[src/rtl/fpsop_pkg.sv]
// fpsop_pkg: sizes, register map, reset values and variant codes of the
// fuse-programmed sum-of-products array.
// assumes: shared by the array top and its leaf modules; nothing is imported.
package fpsop_pkg;

    // array geometry
    localparam int N_COL = 16;
    localparam int N_CELL = 8;
    localparam int N_TERM = 8;
    localparam int N_PT = N_CELL * N_TERM;
    localparam int N_DED = 10;
    localparam int N_DED_REG = 8;
    localparam int FUSE_W = 2 * N_COL;

    // fuse word layout: bit 2*i keeps the true literal of column i,
    // bit 2*i+1 keeps the inverted literal
    localparam int FUSE_TRUE_POS = 0;
    localparam int FUSE_INV_POS = 1;

    // register map, byte addresses inside a 4 KiB window
    localparam logic [11:0] ADDR_FUSE_BASE = 12'h000;
    localparam logic [11:0] ADDR_FUSE_LAST = 12'h0fc;
    localparam logic [11:0] ADDR_CTRL = 12'h100;
    localparam logic [11:0] ADDR_PRELOAD = 12'h104;
    localparam logic [11:0] ADDR_STATUS = 12'h108;
    localparam logic [11:0] ADDR_PINS = 12'h10c;

    // status register field positions
    localparam int STAT_Q_POS = 0;
    localparam int STAT_OUT_POS = 8;
    localparam int STAT_OE_POS = 16;

    // pin view register field positions
    localparam int PINS_DED_POS = 0;
    localparam int PINS_IO_POS = 10;
    localparam int PINS_CLK_POS = 18;
    localparam int PINS_OEN_POS = 19;

    // reset values: an unprogrammed part keeps every fuse
    localparam logic [31:0] FUSE_RESET = 32'hffffffff;
    localparam logic [2:0] CTRL_RESET = 3'h0;
    localparam logic [7:0] Q_RESET = 8'h00;

    // family variants, in control register order
    typedef enum logic [2:0] {
        VAR_REG8,
        VAR_REG6,
        VAR_REG4,
        VAR_COMB_LO,
        VAR_COMB_HI,
        VAR_FIX_LO,
        VAR_FIX_HI
    } fpsop_variant_e;

endpackage

[src/rtl/fpsop_array.sv]
// fpsop_array: fuse-programmed AND-OR array with registered or combinatorial
// output cells, fuse map and test preload reached over AHB-Lite.
// assumes: board pins (inputs, register clock, output enable) are
// asynchronous to hclk; pin drivers resolve io_out/io_oe outside.

module fpsop_array (
    // clock and reset
    input wire logic hclk,
    input wire logic hresetn,
    // ahb-lite slave
    input wire logic hsel,
    input wire logic [31:0] haddr,
    input wire logic [1:0] htrans,
    input wire logic hwrite,
    input wire logic [2:0] hsize,
    input wire logic [31:0] hwdata,
    input wire logic hready,
    output logic [31:0] hrdata,
    output logic hreadyout,
    output logic hresp,
    // board-side pins
    input wire logic [fpsop_pkg::N_DED-1:0] ded_in,
    input wire logic reg_clk,
    input wire logic reg_oe_n,
    // output pins, three signals each
    input wire logic [fpsop_pkg::N_CELL-1:0] io_in,
    output logic [fpsop_pkg::N_CELL-1:0] io_out,
    output logic [fpsop_pkg::N_CELL-1:0] io_oe
);

    // ---------------------------------------------------------------
    // pin synchronisers
    // ---------------------------------------------------------------
    logic [fpsop_pkg::N_DED-1:0] ded_s;
    logic [fpsop_pkg::N_CELL-1:0] io_s;
    logic clk_s;
    logic oe_n_s;

    fpsop_sync #(.W(fpsop_pkg::N_DED), .INIT('0)) u_sync_ded (
        .hclk(hclk),
        .hresetn(hresetn),
        .d(ded_in),
        .q(ded_s)
    );

    fpsop_sync #(.W(fpsop_pkg::N_CELL), .INIT('0)) u_sync_io (
        .hclk(hclk),
        .hresetn(hresetn),
        .d(io_in),
        .q(io_s)
    );

    // enable pin resets to "disabled" so nothing drives before the pin is seen;
    // clock stage resets high like its edge detector, so reset makes no edge
    fpsop_sync #(.W(2), .INIT(2'h3)) u_sync_ctl (
        .hclk(hclk),
        .hresetn(hresetn),
        .d({reg_oe_n, reg_clk}),
        .q({oe_n_s, clk_s})
    );

    // ---------------------------------------------------------------
    // ahb-lite slave: address phase capture
    // ---------------------------------------------------------------
    logic a_valid_r;
    logic a_write_r;
    logic [11:0] a_addr_r;
    logic hreadyout_r;
    logic [31:0] hrdata_r;
    logic accept;

    assign accept = hsel & htrans[1] & hready;

    always_ff @(posedge hclk or negedge hresetn) begin
        if (!hresetn) begin
            a_valid_r <= 1'b0;
            a_write_r <= 1'b0;
            a_addr_r <= 12'h000;
        end else if (hready) begin
            a_valid_r <= accept;
            a_write_r <= hwrite;
            a_addr_r <= {haddr[11:2], 2'b00};
        end
    end

    // address decode of the captured data-phase address
    logic dp_fuse;
    logic dp_ctrl;
    logic dp_preload;
    logic dp_status;
    logic dp_pins;
    logic wr_fuse;
    logic wr_ctrl;
    logic wr_preload;
    logic rd_start;

    assign dp_fuse = (a_addr_r <= fpsop_pkg::ADDR_FUSE_LAST);
    assign dp_ctrl = (a_addr_r == fpsop_pkg::ADDR_CTRL);
    assign dp_preload = (a_addr_r == fpsop_pkg::ADDR_PRELOAD);
    assign dp_status = (a_addr_r == fpsop_pkg::ADDR_STATUS);
    assign dp_pins = (a_addr_r == fpsop_pkg::ADDR_PINS);
    assign wr_fuse = a_valid_r & a_write_r & dp_fuse;
    assign wr_ctrl = a_valid_r & a_write_r & dp_ctrl;
    assign wr_preload = a_valid_r & a_write_r & dp_preload;
    // reads spend one wait state so a write just ahead is already visible
    assign rd_start = a_valid_r & ~a_write_r & ~hreadyout_r;

    // ---------------------------------------------------------------
    // fuse map and control registers
    // ---------------------------------------------------------------
    logic [fpsop_pkg::FUSE_W-1:0] fuse_r [fpsop_pkg::N_PT];
    logic [2:0] ctrl_r;
    logic [5:0] fuse_idx;

    assign fuse_idx = a_addr_r[7:2];

    always_ff @(posedge hclk or negedge hresetn) begin
        if (!hresetn) begin
            for (int t = 0; t < fpsop_pkg::N_PT; t++) begin
                fuse_r[t] <= fpsop_pkg::FUSE_RESET;
            end
        end else if (wr_fuse) begin
            fuse_r[fuse_idx] <= hwdata;
        end
    end

    always_ff @(posedge hclk or negedge hresetn) begin
        if (!hresetn) begin
            ctrl_r <= fpsop_pkg::CTRL_RESET;
        end else if (wr_ctrl) begin
            ctrl_r <= hwdata[2:0];
        end
    end

    // ---------------------------------------------------------------
    // variant decode
    // ---------------------------------------------------------------
    logic v_reg8;
    logic v_reg6;
    logic v_reg4;
    logic v_comb;
    logic v_fix;
    logic v_low;
    logic [fpsop_pkg::N_CELL-1:0] cell_reg;
    logic [fpsop_pkg::N_CELL-1:0] cell_dedout;

    assign v_reg8 = (ctrl_r == 3'(fpsop_pkg::VAR_REG8));
    assign v_reg6 = (ctrl_r == 3'(fpsop_pkg::VAR_REG6));
    assign v_reg4 = (ctrl_r == 3'(fpsop_pkg::VAR_REG4));
    assign v_comb = (ctrl_r == 3'(fpsop_pkg::VAR_COMB_LO)) |
                    (ctrl_r == 3'(fpsop_pkg::VAR_COMB_HI));
    assign v_fix = (ctrl_r == 3'(fpsop_pkg::VAR_FIX_LO)) |
                   (ctrl_r == 3'(fpsop_pkg::VAR_FIX_HI));
    // the bidirectional cells of the register variants are always active-low
    assign v_low = v_reg6 | v_reg4 |
                   (ctrl_r == 3'(fpsop_pkg::VAR_COMB_LO)) |
                   (ctrl_r == 3'(fpsop_pkg::VAR_FIX_LO));

    // registered cells sit in the middle of the pin row, widening outwards
    assign cell_reg = v_reg8 ? 8'hff :
                      v_reg6 ? 8'h7e :
                      v_reg4 ? 8'h3c : 8'h00;
    // end cells of the combinatorial variants have no pin input of their own
    assign cell_dedout = v_comb ? 8'h81 : 8'h00;

    // ---------------------------------------------------------------
    // array columns and product terms
    // ---------------------------------------------------------------
    logic [fpsop_pkg::N_CELL-1:0] q_r;
    logic [fpsop_pkg::N_CELL-1:0] col_hi;
    logic [fpsop_pkg::N_COL-1:0] cols;
    logic [fpsop_pkg::N_PT-1:0] terms;
    logic [fpsop_pkg::N_CELL-1:0] sum8;
    logic [fpsop_pkg::N_CELL-1:0] sum7;
    logic [fpsop_pkg::N_CELL-1:0] en_term;
    logic [fpsop_pkg::N_CELL-1:0] out_nxt;
    logic [fpsop_pkg::N_CELL-1:0] oe_nxt;

    genvar k;
    generate
        for (k = 0; k < fpsop_pkg::N_CELL; k++) begin : g_cell
            // feedback reads the register itself, not the pin, so a floated
            // output still steers the array
            assign col_hi[k] = cell_reg[k] ? q_r[k] :
                               cell_dedout[k] ? ded_s[fpsop_pkg::N_DED_REG + (k / 7)] :
                               io_s[k];

            // term 0 doubles as the enable term of a seven-term cell
            assign sum8[k] = |terms[k*fpsop_pkg::N_TERM +: fpsop_pkg::N_TERM];
            assign sum7[k] = |terms[k*fpsop_pkg::N_TERM+1 +: fpsop_pkg::N_TERM-1];
            assign en_term[k] = terms[k*fpsop_pkg::N_TERM];

            assign out_nxt[k] = cell_reg[k] ? ~q_r[k] :
                                v_fix ? (sum8[k] ^ v_low) :
                                (sum7[k] ^ v_low);
            assign oe_nxt[k] = cell_reg[k] ? ~oe_n_s :
                               v_fix ? 1'b1 :
                               en_term[k];
        end
    endgenerate

    assign cols = {col_hi, ded_s[fpsop_pkg::N_DED_REG-1:0]};

    genvar t;
    generate
        for (t = 0; t < fpsop_pkg::N_PT; t++) begin : g_term
            fpsop_term u_term (
                .col(cols),
                .fuse(fuse_r[t]),
                .term(terms[t])
            );
        end
    endgenerate

    // ---------------------------------------------------------------
    // output registers: board clock edge and test preload
    // ---------------------------------------------------------------
    logic clk_d_r;
    logic clk_rise;

    assign clk_rise = clk_s & ~clk_d_r;

    // starts high so a clock pin already high at reset gives no false edge
    always_ff @(posedge hclk or negedge hresetn) begin
        if (!hresetn) begin
            clk_d_r <= 1'b1;
        end else begin
            clk_d_r <= clk_s;
        end
    end

    // preload beats a coinciding clock edge: a test wants the state it wrote
    always_ff @(posedge hclk or negedge hresetn) begin
        if (!hresetn) begin
            q_r <= fpsop_pkg::Q_RESET;
        end else if (wr_preload) begin
            q_r <= hwdata[fpsop_pkg::N_CELL-1:0];
        end else if (clk_rise) begin
            q_r <= sum8;
        end
    end

    // pin drivers follow the array one hclk later
    logic [fpsop_pkg::N_CELL-1:0] io_out_r;
    logic [fpsop_pkg::N_CELL-1:0] io_oe_r;

    always_ff @(posedge hclk or negedge hresetn) begin
        if (!hresetn) begin
            io_out_r <= '0;
            io_oe_r <= '0;
        end else begin
            io_out_r <= out_nxt;
            io_oe_r <= oe_nxt;
        end
    end

    // ---------------------------------------------------------------
    // read data and bus response
    // ---------------------------------------------------------------
    logic [31:0] rd_mux;

    assign rd_mux =
        dp_fuse ? fuse_r[fuse_idx] :
        dp_ctrl ? {29'h0, ctrl_r} :
        dp_preload ? {24'h0, q_r} :
        dp_status ? {8'h0, io_oe_r, io_out_r, q_r} :
        dp_pins ? {12'h0, oe_n_s, clk_s, io_s, ded_s} :
        32'h00000000;

    always_ff @(posedge hclk or negedge hresetn) begin
        if (!hresetn) begin
            hreadyout_r <= 1'b1;
            hrdata_r <= 32'h00000000;
        end else begin
            hreadyout_r <= ~(accept & ~hwrite);
            if (rd_start) begin
                hrdata_r <= rd_mux;
            end
        end
    end

    assign hrdata = hrdata_r;
    assign hreadyout = hreadyout_r;
    assign hresp = 1'b0;
    assign io_out = io_out_r;
    assign io_oe = io_oe_r;

endmodule

[src/rtl/fpsop_sync.sv]
// fpsop_sync: two-flop synchroniser for a group of pin levels.
// assumes: pins are asynchronous to hclk; only the second stage is read.
module fpsop_sync #(
    parameter int W = 1,
    parameter logic [W-1:0] INIT = '0
) (
    // clock and reset
    input wire logic hclk,
    input wire logic hresetn,
    // levels
    input wire logic [W-1:0] d,
    output logic [W-1:0] q
);

    logic [W-1:0] meta_r;

    always_ff @(posedge hclk or negedge hresetn) begin
        if (!hresetn) begin
            meta_r <= INIT;
            q <= INIT;
        end else begin
            meta_r <= d;
            q <= meta_r;
        end
    end

endmodule

[src/rtl/fpsop_term.sv]
// fpsop_term: one product term of the AND array, one fuse pair per column.
// assumes: fuse bit set means the link is intact; columns are settled levels.
module fpsop_term (
    // array columns and this term's fuse word
    input wire logic [fpsop_pkg::N_COL-1:0] col,
    input wire logic [fpsop_pkg::FUSE_W-1:0] fuse,
    // term result
    output logic term
);

    logic [fpsop_pkg::N_COL-1:0] lit;

    genvar i;
    generate
        for (i = 0; i < fpsop_pkg::N_COL; i++) begin : g_col
            // an intact true link demands col high, an intact inverted link
            // demands col low; both intact can never pass, both blown always do
            assign lit[i] =
                (~fuse[2*i+fpsop_pkg::FUSE_TRUE_POS] | col[i]) &
                (~fuse[2*i+fpsop_pkg::FUSE_INV_POS] | ~col[i]);
        end
    endgenerate

    assign term = &lit;

endmodule

[config.mk]
export PLATFORM = sky130hd
export DESIGN_NAME = fpsop_array
export DESIGN_NICKNAME = d
export VERILOG_FILES = /design/src/rtl/fpsop_pkg.sv /design/src/rtl/fpsop_array.sv /design/src/rtl/fpsop_sync.sv /design/src/rtl/fpsop_term.sv
export SDC_FILE = /design/constraint.sdc
export NUM_CORES = 2
export LEC_CHECK = 0
export BUFFER_PORTS_ARGS = -buffer_cell sky130_fd_sc_hd__buf_4
export CAP_MARGIN = 25
export CORE_MARGIN = 2
export CORE_UTILIZATION = 30
export CTS_BUF_LIST = sky130_fd_sc_hd__clkbuf_8
export CTS_CLUSTER_DIAMETER = 120
export DETAILED_ROUTE_END_ITERATION = 16
export GPL_TIMING_DRIVEN = 0
export PLACE_DENSITY = 0.5
export SLEW_MARGIN = 20
export SYNTH_ARGS = -nofsm -noshare
export SYNTH_HDL_FRONTEND = slang
export SYNTH_SLANG_ARGS = --single-unit
[constraint.sdc]
create_clock -name hclk -period 3.72 [get_ports hclk]
set_input_delay 0.558 -clock hclk [delete_from_list [all_inputs] [get_ports hclk]]
set_output_delay 0.558 -clock hclk [all_outputs]
set_load 0.1 [all_outputs]
==> impl_metrics.yaml <==
run_status:
  status: "finished with violations"
  violations: "setup timing"
detailed_routing:
  route.met2.wl_um: 276000
  route.met3.wl_um: 59100
  top_layer_used: "met5"
  wl_um: 640000
  num_vias: 84900
  drtPass1Iterations: 7
  post-route-drc-count: 0
  wl_met1_um: 259000
  wl_per_cell_um: 44.8
  drt_iter0_markers: 10300
  drtAntennaViolNets: 0
  vias_per_cell: 5.93
die:
  num_rows: 226
  die_w_um: 621
  core_area_um2: 379000
  num_io_pins: 144
  start_util_pct: 30.1
  fp.dieArea_um2: 386000
  die_h_um: 621
placement:
  placedInstanceArea_um2: 124000
  gp_congestion: 1.02
  hpwlAfterDp_um: 514000
  portBuffers: 84
  dpl.cell_count: 13200
  place_ws_ns: -3.03
layout:
  fill_cells: 36200
  finalNonFillerCells: 14300
  final_cell_area_um2: 140000
  drive_above_1_share_pct: 72.1
  nets: 8990
  area_delta_synth_final_pct: 22.4
logic_synthesis:
  ys.flop_type: "dfstp_2"
  async_reset_ff_share_pct: 100
  yosys.area.top_type: "dfstp_2"
  ys_seq_elements: 2161
  synth_area_per_cell_um2: 14.3
  synth-seq-area-share_pct: 49.6
  ys_top_cells_by_area: "dfstp_2 (47%), mux2_2 (21%), mux4_2 (13%), mux2i_1 (6.0%), dfrtp_1 (2.3%)"
  synth.distinct_cells: 78
  syn-instance-count: 7989
  synth_nets: 8083
  synth_edf_count: 0
  synth_area_um2: 114000
  yosys_warnings: 0
  netlist.area_leader.share_pct: 47.2
timing:
  rsz0062_at_grt: "true"
  worst_slew_pin_slew_ns: 1.21
  drv_slew: 0
  setup_viol_count_final: 97
  timing.hold.ws_ns: 0.0553
  finalCritPeriodShare_pct: 114
  max_freq_mhz: 237
  fin_skew_ns: 0.0911
  finalCriticalPeriod_ns: 4.23
  setup_ws_ns: -0.507
  maxSlewHeadroom_pct: 19.2
  final_hold_viol_count: 0
global_routing:
  grt.total_usage_pct: 32.2
  grt_pass1_vias: 84600
  grt_max_degree: 148
  antenna_found_initial: 124
  grt_first_pass_wirelength_um: 824000
  gr-total-overflow: 0
min_path:
  hp-class: "input port to register"
clock_tree:
  clk_pin_slew_worst_paths_ns: 0.08
  cts_buffers: 409
  h-tree-depth: 5
  insertion_delay_ns: 1.18
  cts_sinks: 2161
  cts_tree: "built"
  root_buffer: "clkbuf_8"
  clockBufferDepth: 4
power_and_ir_drop:
  leakagePower_nw: 55.8
  finalPower_mw: 61.7
  peakVddDrop_uv: 298
  p_per_area_nw_per_um2: 441
setup_path:
  crit_type: "register to register"
  cp_max_fo: 7
  critPathLaunchType: "register"
  worstPathRequired_ns: 4.77
  endpoint_kind: "register"
  critical_path_arrival_ns: 5.27
run:
  max-cap-violations: 0
## routing by layer
metal,vias up,GRT usage (%)
met5,-,0
met4,14,19.0
met3,1204,7.52
met2,4958,48.2
met1,46400,42.5
li1,32300,-
## cell usage in the layout, fill, tap and decap left out, drive strengths merged, types with 59 or more instances in the layout
cell type | synthesis | final
mux2i | 695 | 695
diode | 0 | 64
a22oi | 59 | 59
clkbuf | 399 | 952
dlygate4sd3 | 0 | 76
dfrtp | 107 | 107
nand3 | 80 | 80
nand4 | 265 | 265
nor2 | 156 | 156
dfstp | 2054 | 2054
buf | 379 | 776
mux2 | 2109 | 2109
inv | 19 | 160
mux4 | 672 | 672
nand2 | 513 | 513
## logic make-up (layout without fill, tap and decap cells)
| kind of cell | count (synthesis) | count (layout) | share of synthesized area [%] |
|---|---|---|---|
| mux | 3476 | 3476 | 40.1 |
| flops | 2161 | 2161 | 49.6 |
| simple gates | 1200 | 1200 | 5.10 |
| buf+inv | 800 | 2037 | 2.90 |
| compound gates | 350 | 350 | 2.30 |
| other cells | 1 | 65 | 0.00328 |
| xor+xnor | 1 | 1 | 0.0142 |
## area by class of cell
type / instances / area (um^2) / area share, %
clock inverter: 197 / 1160 / 0.831
multi-input combinational: 5028 / 56500 / 40.3
antenna: 64 / 160 / 0.114
tap: 5016 / 6280 / 4.48
sequential: 2161 / 56700 / 40.5
buffer: 771 / 5510 / 3.94
inverter: 22 / 104 / 0.0742
clock buffer: 544 / 7490 / 5.35
timing repair buffer: 503 / 6130 / 4.38
## worst max-delay path, stage by stage (launching register included)
cell and delay [ns]:
dfrtp_2 0.48, buf_12 0.14, buf_12 0.14, buf_16 0.15, buf_16 0.14, mux2i_4 0.32
nand4_1 0.84, a21oi_2 0.47, nand2_2 0.11, a221oi_4 0.43, nand4_1 0.15, nand4_1 0.15
buf_12 0.16, mux2i_4 0.26, nand3_4 0.11
## repair_timing
item,in CTS,in global routing
cloned,2,2
hold buffers,75,1
gates resized for setup,896,218
buffers inserted,141,60
pin swaps,92,94
endpoints found under the hold margin,359,2
setup endpoints to repair,2108,709
## power breakdown
group | total (mW) | internal (mW) | switching, mW
sequential | 25.6 | 24.9 | 0.724
combinational | 10.9 | 3.76 | 7.16
clock | 25.2 | 13.5 | 11.6
## state kept, by name (all words and copies together) (netlist names)
name / cells
u_sync_ctl.q: 2
ctrl_r: 3
io_out: 8
fuse_r: 2048
u_sync_ded.meta_r: 10
u_sync_ded.q: 10
hreadyout: 1
a_addr_r: 10
clk_d_r: 1
u_sync_io.meta_r: 8
q_r: 8
io_oe: 8
a_write_r: 1
hrdata: 32
u_sync_io.q: 8
a_valid_r: 1
u_sync_ctl.meta_r: 2
## synth_stat cells, drive strengths merged (7+ instances only)
cell type     n
or4           7
inv          19
a22o         14
nand2       513
a22oi        59
dfstp      2054
dfrtp       107
a222oi       12
clkbuf      399
nor2        156
o2111ai       9
buf         379
a2111oi      12
nor2b         8
o21a          7
and2         11
and4          8
o21ai        44
mux2i       695
nand4       265
a221oi       50
o31ai         9
nor4         29
a221o         8
nand2b       12
mux2       2109
or3           7
and3         37
nand3        80
a21oi        37
nor3         39
a211oi       21
a31oi        18
mux4        672
## stage by stage
step	utilization (%)	setup TNS, ns
3_3_place_gp	32.0	-
3_5_place_dp	32.8	-2470.08
2_1_floorplan	-	0
5_1_grt	36.9	-3.07
4_1_cts	36.5	-22.25
6_report	36.9	-7.45
## worst paths after layout
kind | end | from | cells after the start | slack [ns]
min | fuse_r[1072]$_DFFE_PN1P_ | hwdata[16] | 3 | 0.06
min reg2reg | u_sync_ded.q[7]$_DFF_PN0_ | u_sync_ded.meta_r[7]$_DFF_PN0_ | 0 | 0.35
max reg2reg | io_out[1]$_DFF_PN0_ | u_sync_ded.q[6]$_DFF_PN0_ | 14 | -0.51
min in group asynchronous | fuse_r[673]$_DFFE_PN1P_ | hresetn | 2 | 0.12
max | io_out[1]$_DFF_PN0_ | u_sync_ded.q[6]$_DFF_PN0_ | 14 | -0.51
max in group asynchronous | a_addr_r[6]$_DFFE_PN0P_ | hresetn | 6 | 0.85
No activity file was read; power rests on OpenSTA's default activity.
